$ cat config.mk
export PLATFORM = sky130hd
export DESIGN_NAME = swp_sector_guard
export DESIGN_NICKNAME = d
export VERILOG_FILES = /design/src/swp_pkg.sv /design/src/swp_sector_guard.sv /design/src/swp_lock_mem.sv
export SDC_FILE = /design/constraint.sdc
export NUM_CORES = 1
export LEC_CHECK = 0
export BUFFER_PORTS_ARGS = -buffer_cell sky130_fd_sc_hd__buf_4
export CORE_ASPECT_RATIO = 0.5
export CORE_MARGIN = 2
export CORE_UTILIZATION = 50
export DETAILED_ROUTE_END_ITERATION = 8
export PLACE_DENSITY_LB_ADDON = 0.1
export SYNTH_ARGS = -nofsm -noshare
export SYNTH_HDL_FRONTEND = slang
export SYNTH_HIERARCHICAL = 1
export SYNTH_SLANG_ARGS = --single-unit
$ cat constraint.sdc
create_clock -name core_clk -period 2.3 [get_ports core_clk]
set_clock_uncertainty 0.15 [all_clocks]
set_input_delay 0.23 -clock core_clk [delete_from_list [all_inputs] [get_ports core_clk]]
set_output_delay 0.23 -clock core_clk [all_outputs]
set_load 0.02 [all_outputs]
$ cat src/swp_pkg.sv
/*
  Package for the sector write protection block: command codes, mode
  encodings, sizes and operation timing.
  Assumes a 20 MHz core clock; the program, erase and unlock gap counts are derived from it.
*/
package swp_pkg;

  localparam int unsigned CLK_HZ = 20_000_000;

  // Array shape: two dies, each with its own sector range
  localparam int unsigned SECT_BITS = 6;
  localparam int unsigned NUM_SECT  = 64;
  localparam int unsigned DIE_BIT   = 5;

  // Operation times
  localparam int unsigned PAGE_PROG_US   = 300;
  localparam int unsigned SECT_ERASE_US  = 1000;
  localparam int unsigned UNLOCK_GAP_US  = 100;
  localparam int unsigned ARRAY_READ_CYC = 2;
  localparam int unsigned PAGE_PROG_CYC  =
    (PAGE_PROG_US * (CLK_HZ / 1_000_000));
  localparam int unsigned SECT_ERASE_CYC =
    (SECT_ERASE_US * (CLK_HZ / 1_000_000));
  localparam int unsigned UNLOCK_GAP_CYC =
    (UNLOCK_GAP_US * (CLK_HZ / 1_000_000));
  localparam int unsigned CNT_W = 16;

  // Guard configuration mode field
  localparam logic [1:0] MODE_DEFAULT  = 2'h3;
  localparam logic [1:0] MODE_PERSIST  = 2'h2;
  localparam logic [1:0] MODE_PASSWORD = 2'h1;
  localparam logic [1:0] MODE_ILLEGAL  = 2'h0;
  localparam logic [1:0] MODE_RESET    = MODE_DEFAULT;

  // Reset values
  localparam logic [63:0] PASS_RESET  = 64'hffff_ffff_ffff_ffff;
  localparam logic [7:0]  STAT_RESET  = 8'h00;
  localparam logic [7:0]  CFG_RESET   = 8'h00;
  localparam int unsigned STAT_WD_BIT = 7;

  // Commands from the host controller
  typedef enum logic [3:0] {
    SWP_NONE,
    SWP_WRITE_STAT,
    SWP_WRITE_CFG1,
    SWP_WRITE_CFGX,
    SWP_WRITE_LEARN,
    SWP_PROG_PASS,
    SWP_PROG_GUARD,
    SWP_PROG_PSL,
    SWP_ERASE_PSL,
    SWP_READ_PSL,
    SWP_WRITE_DSL,
    SWP_CLEAR_PBL,
    SWP_UNLOCK,
    SWP_ARRAY_OP
  } swp_cmd_e;

endpackage

$ cat src/swp_sector_guard.sv
/*
  Sector write protection logic: register write guarding, per-sector
  persistent and dynamic locks, block range OR, lock bit in persistent
  or password mode, guard configuration programming.
  Assumes commands arrive as one-cycle strobes from logic on core_clk;
  write-guard pin is external and synchronised here by two flops; block-protect hit arrives already synchronous.
*/
`timescale 1ns/10ps
module swp_sector_guard (
  // Clock and reset
  input  wire logic                          core_clk,
  input  wire logic                          resetn,
  // Pins and neighbouring state
  input  wire logic                          writeGuardN,
  input  wire logic                          blockGuardHit,
  // Command strobe from host controller
  input  wire logic                          cmdValid,
  input  wire swp_pkg::swp_cmd_e             cmdCode,
  input  wire logic [swp_pkg::SECT_BITS-1:0] cmdSector,
  input  wire logic [63:0]                   cmdData,
  // Status
  output logic                               operationBusy,
  output logic                               programFault,
  output logic                               persistentBitLock,
  output logic [1:0]                         guardMode,
  output logic [7:0]                         statusOne,
  output logic [7:0]                         configOne,
  output logic                               lockReadValid,
  output logic                               lockReadData,
  output logic                               arrayGo
);

  typedef enum {
    SWP_IDLE,
    SWP_WAIT,
    SWP_READ,
    SWP_HOLD
  } swp_state_e;

  typedef struct packed {
    swp_state_e                   state;
    logic [swp_pkg::CNT_W-1:0]    cnt;
    logic [swp_pkg::CNT_W-1:0]    gap;
    logic                         busy;
    logic                         fault;
    logic [1:0]                   pbl;
    logic [3:0]                   mode;
    logic [63:0]                  pass;
    logic [7:0]                   stat;
    logic [7:0]                   cfg1;
    logic [7:0]                   learn;
    logic [swp_pkg::NUM_SECT-1:0] dyn;
    logic                         progPsl;
    logic                         erasePsl;
    logic                         setPbl;
    logic [1:0]                   newMode;
    logic                         rdValid;
    logic                         rdData;
    logic                         go;
  } swp_st_s;

  swp_st_s st;
  swp_st_s next_st;

  logic wgMeta;
  logic wgSync;
  logic memRd;
  logic [swp_pkg::NUM_SECT-1:0] pslBits;

  logic die;
  logic [1:0] dieMode;
  logic modeChosen;
  logic passwordMode;
  logic sectLocked;
  logic regGuarded;

  swp_lock_mem u_lock_mem (
    .core_clk (core_clk),
    .resetn   (resetn),
    .addr     (cmdSector),
    .progEn   (st.progPsl),
    .eraseEn  (st.erasePsl),
    .rdData   (memRd),
    .allBits  (pslBits)
  );

  // Pin crosses two flops before use
  always_ff @(posedge core_clk or negedge resetn) begin
    if (!resetn) begin
      wgMeta <= 1'b1;
      wgSync <= 1'b1;
    end else begin
      wgMeta <= writeGuardN;
      wgSync <= wgMeta;
    end
  end

  always_comb begin
    die          = cmdSector[swp_pkg::DIE_BIT];
    dieMode      = die ? st.mode[3:2] : st.mode[1:0];
    modeChosen   = (dieMode != swp_pkg::MODE_DEFAULT);
    passwordMode = (dieMode == swp_pkg::MODE_PASSWORD);
    sectLocked   = blockGuardHit | !pslBits[cmdSector]
                 | !st.dyn[cmdSector];
    regGuarded   = !wgSync & st.stat[swp_pkg::STAT_WD_BIT];
  end

  always_comb begin
    next_st          = st;
    next_st.progPsl  = 1'b0;
    next_st.erasePsl = 1'b0;
    next_st.rdValid  = 1'b0;
    next_st.go       = 1'b0;
    if (st.gap != '0) begin
      next_st.gap = st.gap - 1'b1;
    end
    case (st.state)
      SWP_IDLE: begin
        if (cmdValid) begin
          next_st.fault = 1'b0;
          case (cmdCode)
            swp_pkg::SWP_WRITE_STAT: begin
              if (!regGuarded) begin
                next_st.stat = cmdData[7:0];
              end
            end
            swp_pkg::SWP_WRITE_CFG1: begin
              if (!regGuarded) begin
                // Bits 5:2 are one-time fields once a mode is chosen
                next_st.cfg1 = modeChosen ?
                  {cmdData[7:6], st.cfg1[5:2], cmdData[1:0]} :
                  cmdData[7:0];
                if (modeChosen && cmdData[5:2] != st.cfg1[5:2]) begin
                  next_st.fault = 1'b1;
                end
              end
            end
            swp_pkg::SWP_WRITE_CFGX: begin
              next_st.fault = modeChosen;
            end
            swp_pkg::SWP_WRITE_LEARN: begin
              if (modeChosen) begin
                next_st.fault = 1'b1;
              end else begin
                next_st.learn = cmdData[7:0];
              end
            end
            swp_pkg::SWP_PROG_PASS: begin
              if (modeChosen) begin
                next_st.fault = 1'b1;
              end else begin
                // Passcode cells only program toward zero
                next_st.pass = st.pass & cmdData;
                next_st.busy = 1'b1;
                next_st.cnt  = swp_pkg::CNT_W'(swp_pkg::PAGE_PROG_CYC);
                next_st.state = SWP_WAIT;
              end
            end
            swp_pkg::SWP_PROG_GUARD: begin
              if (modeChosen ||
                  cmdData[1:0] == swp_pkg::MODE_ILLEGAL) begin
                next_st.fault = 1'b1;
              end else begin
                next_st.newMode = cmdData[1:0];
                next_st.busy    = 1'b1;
                next_st.cnt = swp_pkg::CNT_W'(swp_pkg::PAGE_PROG_CYC);
                next_st.state = SWP_WAIT;
              end
            end
            swp_pkg::SWP_PROG_PSL, swp_pkg::SWP_ERASE_PSL: begin
              if (!st.pbl[die]) begin
                next_st.fault = 1'b1;
              end else if (cmdCode == swp_pkg::SWP_PROG_PSL) begin
                next_st.progPsl = 1'b1;
                next_st.busy    = 1'b1;
                next_st.cnt = swp_pkg::CNT_W'(swp_pkg::PAGE_PROG_CYC);
                next_st.state = SWP_WAIT;
              end else begin
                next_st.erasePsl = 1'b1;
                next_st.busy     = 1'b1;
                next_st.cnt = swp_pkg::CNT_W'(swp_pkg::SECT_ERASE_CYC);
                next_st.state = SWP_WAIT;
              end
            end
            swp_pkg::SWP_READ_PSL: begin
              next_st.cnt = swp_pkg::CNT_W'(swp_pkg::ARRAY_READ_CYC);
              next_st.state = SWP_READ;
            end
            swp_pkg::SWP_WRITE_DSL: begin
              next_st.dyn[cmdSector] = cmdData[0];
            end
            swp_pkg::SWP_CLEAR_PBL: begin
              next_st.pbl[die] = 1'b0;
            end
            swp_pkg::SWP_UNLOCK: begin
              if (!passwordMode || st.gap != '0) begin
                // Too early or wrong mode: refused, lock untouched
                next_st.fault = 1'b1;
              end else begin
                next_st.busy = 1'b1;
                next_st.cnt  = swp_pkg::CNT_W'(1);
                if (cmdData == st.pass) begin
                  next_st.setPbl = 1'b1;
                  next_st.state  = SWP_WAIT;
                end else begin
                  next_st.fault = 1'b1;
                  next_st.gap = swp_pkg::CNT_W'(swp_pkg::UNLOCK_GAP_CYC);
                  next_st.state = SWP_HOLD;
                end
              end
            end
            swp_pkg::SWP_ARRAY_OP: begin
              if (sectLocked) begin
                next_st.fault = 1'b1;
              end else begin
                next_st.go = 1'b1;
              end
            end
            default: begin
              next_st.fault = st.fault;
            end
          endcase
        end
      end
      SWP_WAIT: begin
        if (st.cnt > swp_pkg::CNT_W'(1)) begin
          next_st.cnt = st.cnt - 1'b1;
        end else begin
          if (st.setPbl) begin
            next_st.pbl[die] = 1'b1;
          end
          if (st.newMode != '0) begin
            // Each die programs its own mode field
            if (die) begin
              next_st.mode[3:2] = st.newMode;
            end else begin
              next_st.mode[1:0] = st.newMode;
            end
          end
          next_st.setPbl  = 1'b0;
          next_st.newMode = '0;
          next_st.busy    = 1'b0;
          next_st.state   = SWP_IDLE;
        end
      end
      SWP_READ: begin
        if (st.cnt > swp_pkg::CNT_W'(1)) begin
          next_st.cnt = st.cnt - 1'b1;
        end else begin
          next_st.rdValid = 1'b1;
          next_st.rdData  = memRd;
          next_st.state   = SWP_IDLE;
        end
      end
      SWP_HOLD: begin
        // Busy stays up through the whole retry gap after a mismatch
        if (st.gap <= swp_pkg::CNT_W'(1)) begin
          next_st.busy  = 1'b0;
          next_st.state = SWP_IDLE;
        end
      end
      default: begin
        next_st.state = SWP_IDLE;
      end
    endcase
  end

  // Reset sets the lock bit to 1 on both dies, whatever each die's mode
  always_ff @(posedge core_clk or negedge resetn) begin
    if (!resetn) begin
      st       <= '0;
      st.state <= SWP_IDLE;
      st.pbl   <= 2'h3;
      st.mode  <= {swp_pkg::MODE_RESET, swp_pkg::MODE_RESET};
      st.pass  <= swp_pkg::PASS_RESET;
      st.stat  <= swp_pkg::STAT_RESET;
      st.cfg1  <= swp_pkg::CFG_RESET;
      st.dyn   <= '1;
    end else begin
      st <= next_st;
    end
  end

  // Password-mode dies come up locked: cleared on the first clocked cycle
  logic pwInit;
  always_ff @(posedge core_clk or negedge resetn) begin
    if (!resetn) begin
      pwInit <= 1'b0;
    end else begin
      pwInit <= 1'b1;
    end
  end

  logic [1:0] pblOut;
  always_comb begin
    pblOut[0] = st.pbl[0] & (pwInit | st.mode[1:0] != swp_pkg::MODE_PASSWORD);
    pblOut[1] = st.pbl[1] & (pwInit | st.mode[3:2] != swp_pkg::MODE_PASSWORD);
  end

  always_ff @(posedge core_clk or negedge resetn) begin
    if (!resetn) begin
      operationBusy     <= 1'b0;
      programFault      <= 1'b0;
      persistentBitLock <= 1'b1;
      guardMode         <= swp_pkg::MODE_RESET;
      statusOne         <= swp_pkg::STAT_RESET;
      configOne         <= swp_pkg::CFG_RESET;
      lockReadValid     <= 1'b0;
      lockReadData      <= 1'b1;
      arrayGo           <= 1'b0;
    end else begin
      operationBusy     <= st.busy;
      programFault      <= st.fault;
      persistentBitLock <= pblOut[die];
      guardMode         <= dieMode;
      statusOne         <= st.stat;
      configOne         <= st.cfg1;
      lockReadValid     <= st.rdValid;
      lockReadData      <= st.rdData;
      arrayGo           <= st.go;
    end
  end

endmodule

$ cat src/swp_lock_mem.sv
/*
  Nonvolatile persistent sector lock store: one bit per sector, single
  bit program to 0, bulk erase to 1, registered read.
  Assumes the caller sequences program/erase timing.
*/
`timescale 1ns/10ps
module swp_lock_mem (
  // Clock and reset
  input  wire logic                          core_clk,
  input  wire logic                          resetn,
  // Access
  input  wire logic [swp_pkg::SECT_BITS-1:0] addr,
  input  wire logic                          progEn,
  input  wire logic                          eraseEn,
  output logic                               rdData,
  output logic [swp_pkg::NUM_SECT-1:0]       allBits
);

  typedef struct packed {
    logic [swp_pkg::NUM_SECT-1:0] bits;
    logic                         rd;
  } swp_mem_s;

  swp_mem_s st;
  swp_mem_s next_st;

  always_comb begin
    next_st = st;
    if (eraseEn) begin
      next_st.bits = '1;
    end else if (progEn) begin
      next_st.bits[addr] = 1'b0;
    end
    next_st.rd = st.bits[addr];
  end

  // Unconfigured parts start with every sector unlocked
  always_ff @(posedge core_clk or negedge resetn) begin
    if (!resetn) begin
      st <= '{bits: '1, rd: 1'b1};
    end else begin
      st <= next_st;
    end
  end

  assign rdData  = st.rd;
  assign allBits = st.bits;

endmodule

==> Word level (Yosys, flattened, before mapping) <==
Cells that the tools add are included.
{ "totals": {"inputBits": 79, "register_bits": 316, "out_inout_bits": 24} }
{ "op_classes": {"n_bitwise": 17, "order_cmp": 6, "add_sub_neg": 2, "muxes": 76, "eq_ne": 40, "n_reduce_logical": 37} }
{ "op_table": {"columns": ["op", "n"], "rows": [
  ["one-hot mux 48 bit (5 select lines)", 1],
  ["two-way mux 48 bit", 3],
  ["AND 64 bit", 2],
  ["two-way mux 64 bit", 2],
  ["one-hot mux 32 bit (3 select lines)", 1],
  ["two-way mux 16 bit", 5],
  ["two-way mux 68 bit", 1],
  ["two-way mux 65 bit", 1],
  ["bitwise mux 64 bit", 1],
  ["equality test 32 x 2 -> 1 bit (second input constant)", 2],
  ["equality test 64 bit", 1],
  ["two-way mux 32 bit", 2],
  ["NOT 64 bit", 1],
  ["equality test 32 x 1 -> 1 bit (second input constant)", 1],
  ["logical NOT 32 bit", 1],
  ["one-hot mux 16 bit (2 select lines)", 1],
  ["subtractor 16 x 1 -> 16 bit (second input constant)", 2],
  ["two-way mux 1 bit", 30],
  ["two-way mux 2 bit", 13],
  ["equality test 4 bit (second input constant)", 6],
  ["AND reduction 4 bit", 5],
  ["inequality test 2 bit (second input constant)", 9],
  ["equality test 4 x 3 -> 1 bit (second input constant)", 4],
  ["greater-than comparator 16 x 1 -> 1 bit (second input constant)", 1],
  ["48 further kinds", 82]
]} }

==> Depth between registers and ports, before layout <==
{ "logic_depth": {"word_depth": 9, "ltp_mapped": 11} }

==> Hierarchy <==
The synthesis kept the hierarchy.
{ "modules_own_cells": {"columns": ["mod", "seq_area_each_um2", "area_each_um2", "cells_per_inst", "instances"], "rows": [
  ["swp_sector_guard", 5705.5, 11787.6, 1040, 1],
  ["swp_lock_mem", 1707.9, 3296.9, 311, 1]
]} }

==> Least setup slack after synthesis <==
OpenSTA, ideal clock, no wires.
{ "synth_path": {"kind": "register -> register", "startpoint": "register st[200] in the netlist's numbering", "endpoint": "register st[10] in the netlist's numbering", "slack_ps": -123, "path_stages_with_launch": 9, "t_arrival_ps": 2191, "n_path_buf": 0, "cell_sequence": "dfrtp_1 inv_1 ha_1 nand2_1 nor4_1 nand2_1 nor3_1 nand2_1 mux2_2"} }
{ "synth_between": {"elab_chain_len": 2} }
{ "synth_lines": {"columns": ["element", "line_no", "text"], "rows": [
  ["start: declaration", "swp_sector_guard.sv:62", "swp_st_s st;"],
  ["start signal: assignment", "swp_sector_guard.sv:280", "st <= next_st;"],
  ["logical NOT 32 bit", "swp_sector_guard.sv:117", "case (st.state)"],
  ["AND reduction 3 bit (no source line)", null, null]
]} }
Every way passes these cells.
A chain may end at the register's enable or synchronous reset.

==> Worst setup path in the final report <==
{ "layout_path": {"startpoint": "register st[122] in the netlist's numbering", "endpoint": "register st[5] in the netlist's numbering"} }
{ "layout_between": {"elab_chain_len": 3} }
{ "layout_lines": {"columns": ["element", "line_no", "text"], "rows": [
  ["equality test 64 bit", "swp_sector_guard.sv:202", "if (cmdData == st.pass) begin"],
  ["inequality test 2 bit (no source line)", null, null],
  ["AND reduction 6 bit (no source line)", null, null]
]} }
Every way passes these cells.

==> out/metrics.cfg <==
[status]
status = finished, violations left
failed_checks = setup timing

[clock_tree]
cts.sinks = 286
htreeDepth = 1
clock_latency_ns = 0.56
clockBufferDepth = 3
clock-root-buffer = clkbuf_16
cts_tree = done
cts.clk_slew.worst_paths_ns = 0.06
cts-buffers-inserted = 27

[drt]
drtAntennaViolNets = 0
drt-vias-per-instance = 5.708
drt_iter0_drc = 940
drc = 0
routedWlPerCell_um = 19.44
totalWireLength_mm = 40.93
drt_pass1_iterations = 6
vias = 12020

[layout]
seqCellArea_um2 = 7413
finalInstanceArea_um2 = 20110
multiInputGateArea_um2 = 8033
area_delta_synth_final_pct = 33.29
fin_util = 0.6852
layout.nets = 1847
fill_cells = 2100
layout-drive-gt1-share = 0.4907

[yosys]
synthesis.instances = 1351
ys_types = 79
synthTopCellsByArea = dfstp_2, dfrtp_1, mux2_2, ha_1, nand2_1
synth_flop_cell = dfstp_2
synth_edf_count = 0
synth_top_area_share = 0.3571
avgSynthCellArea_um2 = 11.17
yosys_warnings = 6
yosysSeqAreaShare = 0.4915
yosysMostFrequentCell = dfstp_2
ys_ff_latch = 286
syn_area_um2 = 15080
synthTopCellsByCount = dfstp_2, mux2_2, nand2_1
async_flop_share = 1.000
yosysTopAreaCell = dfstp_2
synth_nets = 1504

[job]
max_cap_viol_count = 0

[pwr]
leakage_nw = 9.144
total_power_mw = 10.59
powerDensity_nw_per_um2 = 526.7
peakVddDrop_v = 0.0005372

[worst_setup_path]
crit_family = simple AND/OR/NAND/NOR gates
cp.buffers_inverters = 1
r2r_start = st[122]$_DFFE_PN1P_
critPathLaunch = st[122]$_DFFE_PN1P_
endpoint = st[5]$_DFFE_PN0P_
reg2reg_slack_ns = -0.24
r2r_cells = 8
arrival_ns = 2.83
slowest_delay_ns = 0.55
critPathSlowestCell = dfstp_2
cp.depth = 8
crit_type = reg2reg
cp_max_fo = 3
path_cells = ha_4 -> nor4_4 -> nand4_1 -> nor4_2 -> buf_4 -> nand2_2 -> a21boi_2 -> mux2_4
regToRegEndpoint = st[5]$_DFFE_PN0P_
cp-end-kind = register
cp.required_ns = 2.58
startpoint_type = register

[sta]
finalCritPeriodShare = 1.106
max_slew.worst_pin.slew_ns = 0.6198
hold_violations = 0
hold-worst-slack_ns = 0.07994
finalSetupViolations = 28
period_minus_slack_ns = 2.543
layout_setup_ws_ns = -0.2429
tns_ns = -3.691
slew_violations = 0
slew_headroom = 0.5761
rsz0062_at_grt = yes
timing.fmax_mhz = 393.3

[floorplanning]
fp-row-count = 44
die-area_um2 = 31660
initial_core_util = 0.5141
die_h_um = 126.8
io_pins = 103
core_area_um2 = 29340
die_x_um = 249.6

[grt]
grt_first_pass_wirelength_mm = 67.14
first_global_vias = 12780
antenna_found_initial = 1
overflow = 0
grt_max_degree = 68
grt_usage = 0.2612

[worst_hold_path]
hold_path_class = in2async

[placed_design]
gp_congestion = 0.9133
place_area_um2 = 17610
port_buffers = 102
hpwl_mm = 27.14

-- worst min path at each step --
stage          cells after the start                endpoint
2_1_floorplan                      0       arrayGo$_DFF_PN0_
3_3_place_gp                       1  statusOne[0]$_DFF_PN0_
3_5_place_dp                       1  statusOne[0]$_DFF_PN0_
4_1_cts                            5     st[166]$_DFFE_PN0P_
5_1_grt                            2  statusOne[0]$_DFF_PN0_
6_report                           2  statusOne[0]$_DFF_PN0_
-- worst reg2reg max path: stages (launching register included) --
cell and delay, ns:
dfstp_2 0.55, ha_4 0.20, nor4_4 0.31, nand4_1 0.22
nor4_2 0.29, buf_4 0.18, nand2_2 0.06, a21boi_2 0.14
mux2_4 0.31
-- per-stage QoR --
stage          setup slack [ns]  instances
3_5_place_dp            -0.5165       1969
3_3_place_gp            -0.5389       1969
6_report                -0.2429       2106
5_1_grt                 -0.3130       2106
2_1_floorplan          -0.04307       1351
4_1_cts                 -0.2139       2099
-- logic make-up (layout without fill, tap and decap cells) --
family,Yosys count,count (layout),share of synthesized area
and+or+nand+nor,435,435,0.1450
DFF,286,286,0.4915
AOI/OAI and AO/OA,242,243,0.1071
muxes,203,203,0.1577
buffers and inverters,93,455,0.02729
adders and majority gates,74,74,0.06138
xor gates and xnor gates,17,17,0.009870
other,1,2,0.0002486
-- sequential cells by signal, indices dropped and copies added (netlist names) --
signal,flops
operationBusy,1
configOne,8
u_lock_mem/rdData,1
wgMeta,1
guardMode,2
lockReadData,1
programFault,1
statusOne,8
lockReadValid,1
u_lock_mem/allBits,64
arrayGo,1
pwInit,1
wgSync,1
st,194
persistentBitLock,1
-- layer usage --
metal  vias up  track usage  part of all wire
met1      6051       0.3488              0.44
met3        67      0.03776             0.045
met5         -            0                 0
met4         0      0.06697             0.022
li1       5572            -                 -
met2       331       0.4504              0.49
-- report_power, final --
group	switching, mW	internal [mW]	total [mW]
logic	0.524	0.419	0.943
clock network	1.95	2.62	4.57
registers	0.0108	5.06	5.07
-- cell usage in the layout (no fill, tap or decap), types with 18 or more instances in the layout --
master	instances
clkbuf_16	28
inv_1	18
buf_4	297
dlygate4sd3_1	72
o21ai_0	43
dfstp_2	205
a21oi_1	33
nand2b_1	46
ha_1	56
nor2_1	83
nand2_1	127
mux2_2	158
nor3_1	19
a21o_1	39
dfrtp_1	81
nand3_1	19
mux2i_1	31
-- timing repair --
item,4_1_cts,5_1_grt
buffers inserted,6,7
setup endpoints to repair,40,107
gates cloned,3,0
hold endpoints to repair,210,0
hold buffers,72,0
resized for setup,64,74
pin swaps,35,27
-- final cells by class --
cell class / instances / share of cell area
timing repair buffer: 383 / 0.1585
clock buffer: 44 / 0.04026
sequential: 286 / 0.3687
inverter: 23 / 0.004481
multi-input combinational: 973 / 0.3995
tap: 391 / 0.02433
antenna: 1 / 0.0001245
clock inverter: 5 / 0.004045
Note: power is estimated with default switching activity, not from simulation.
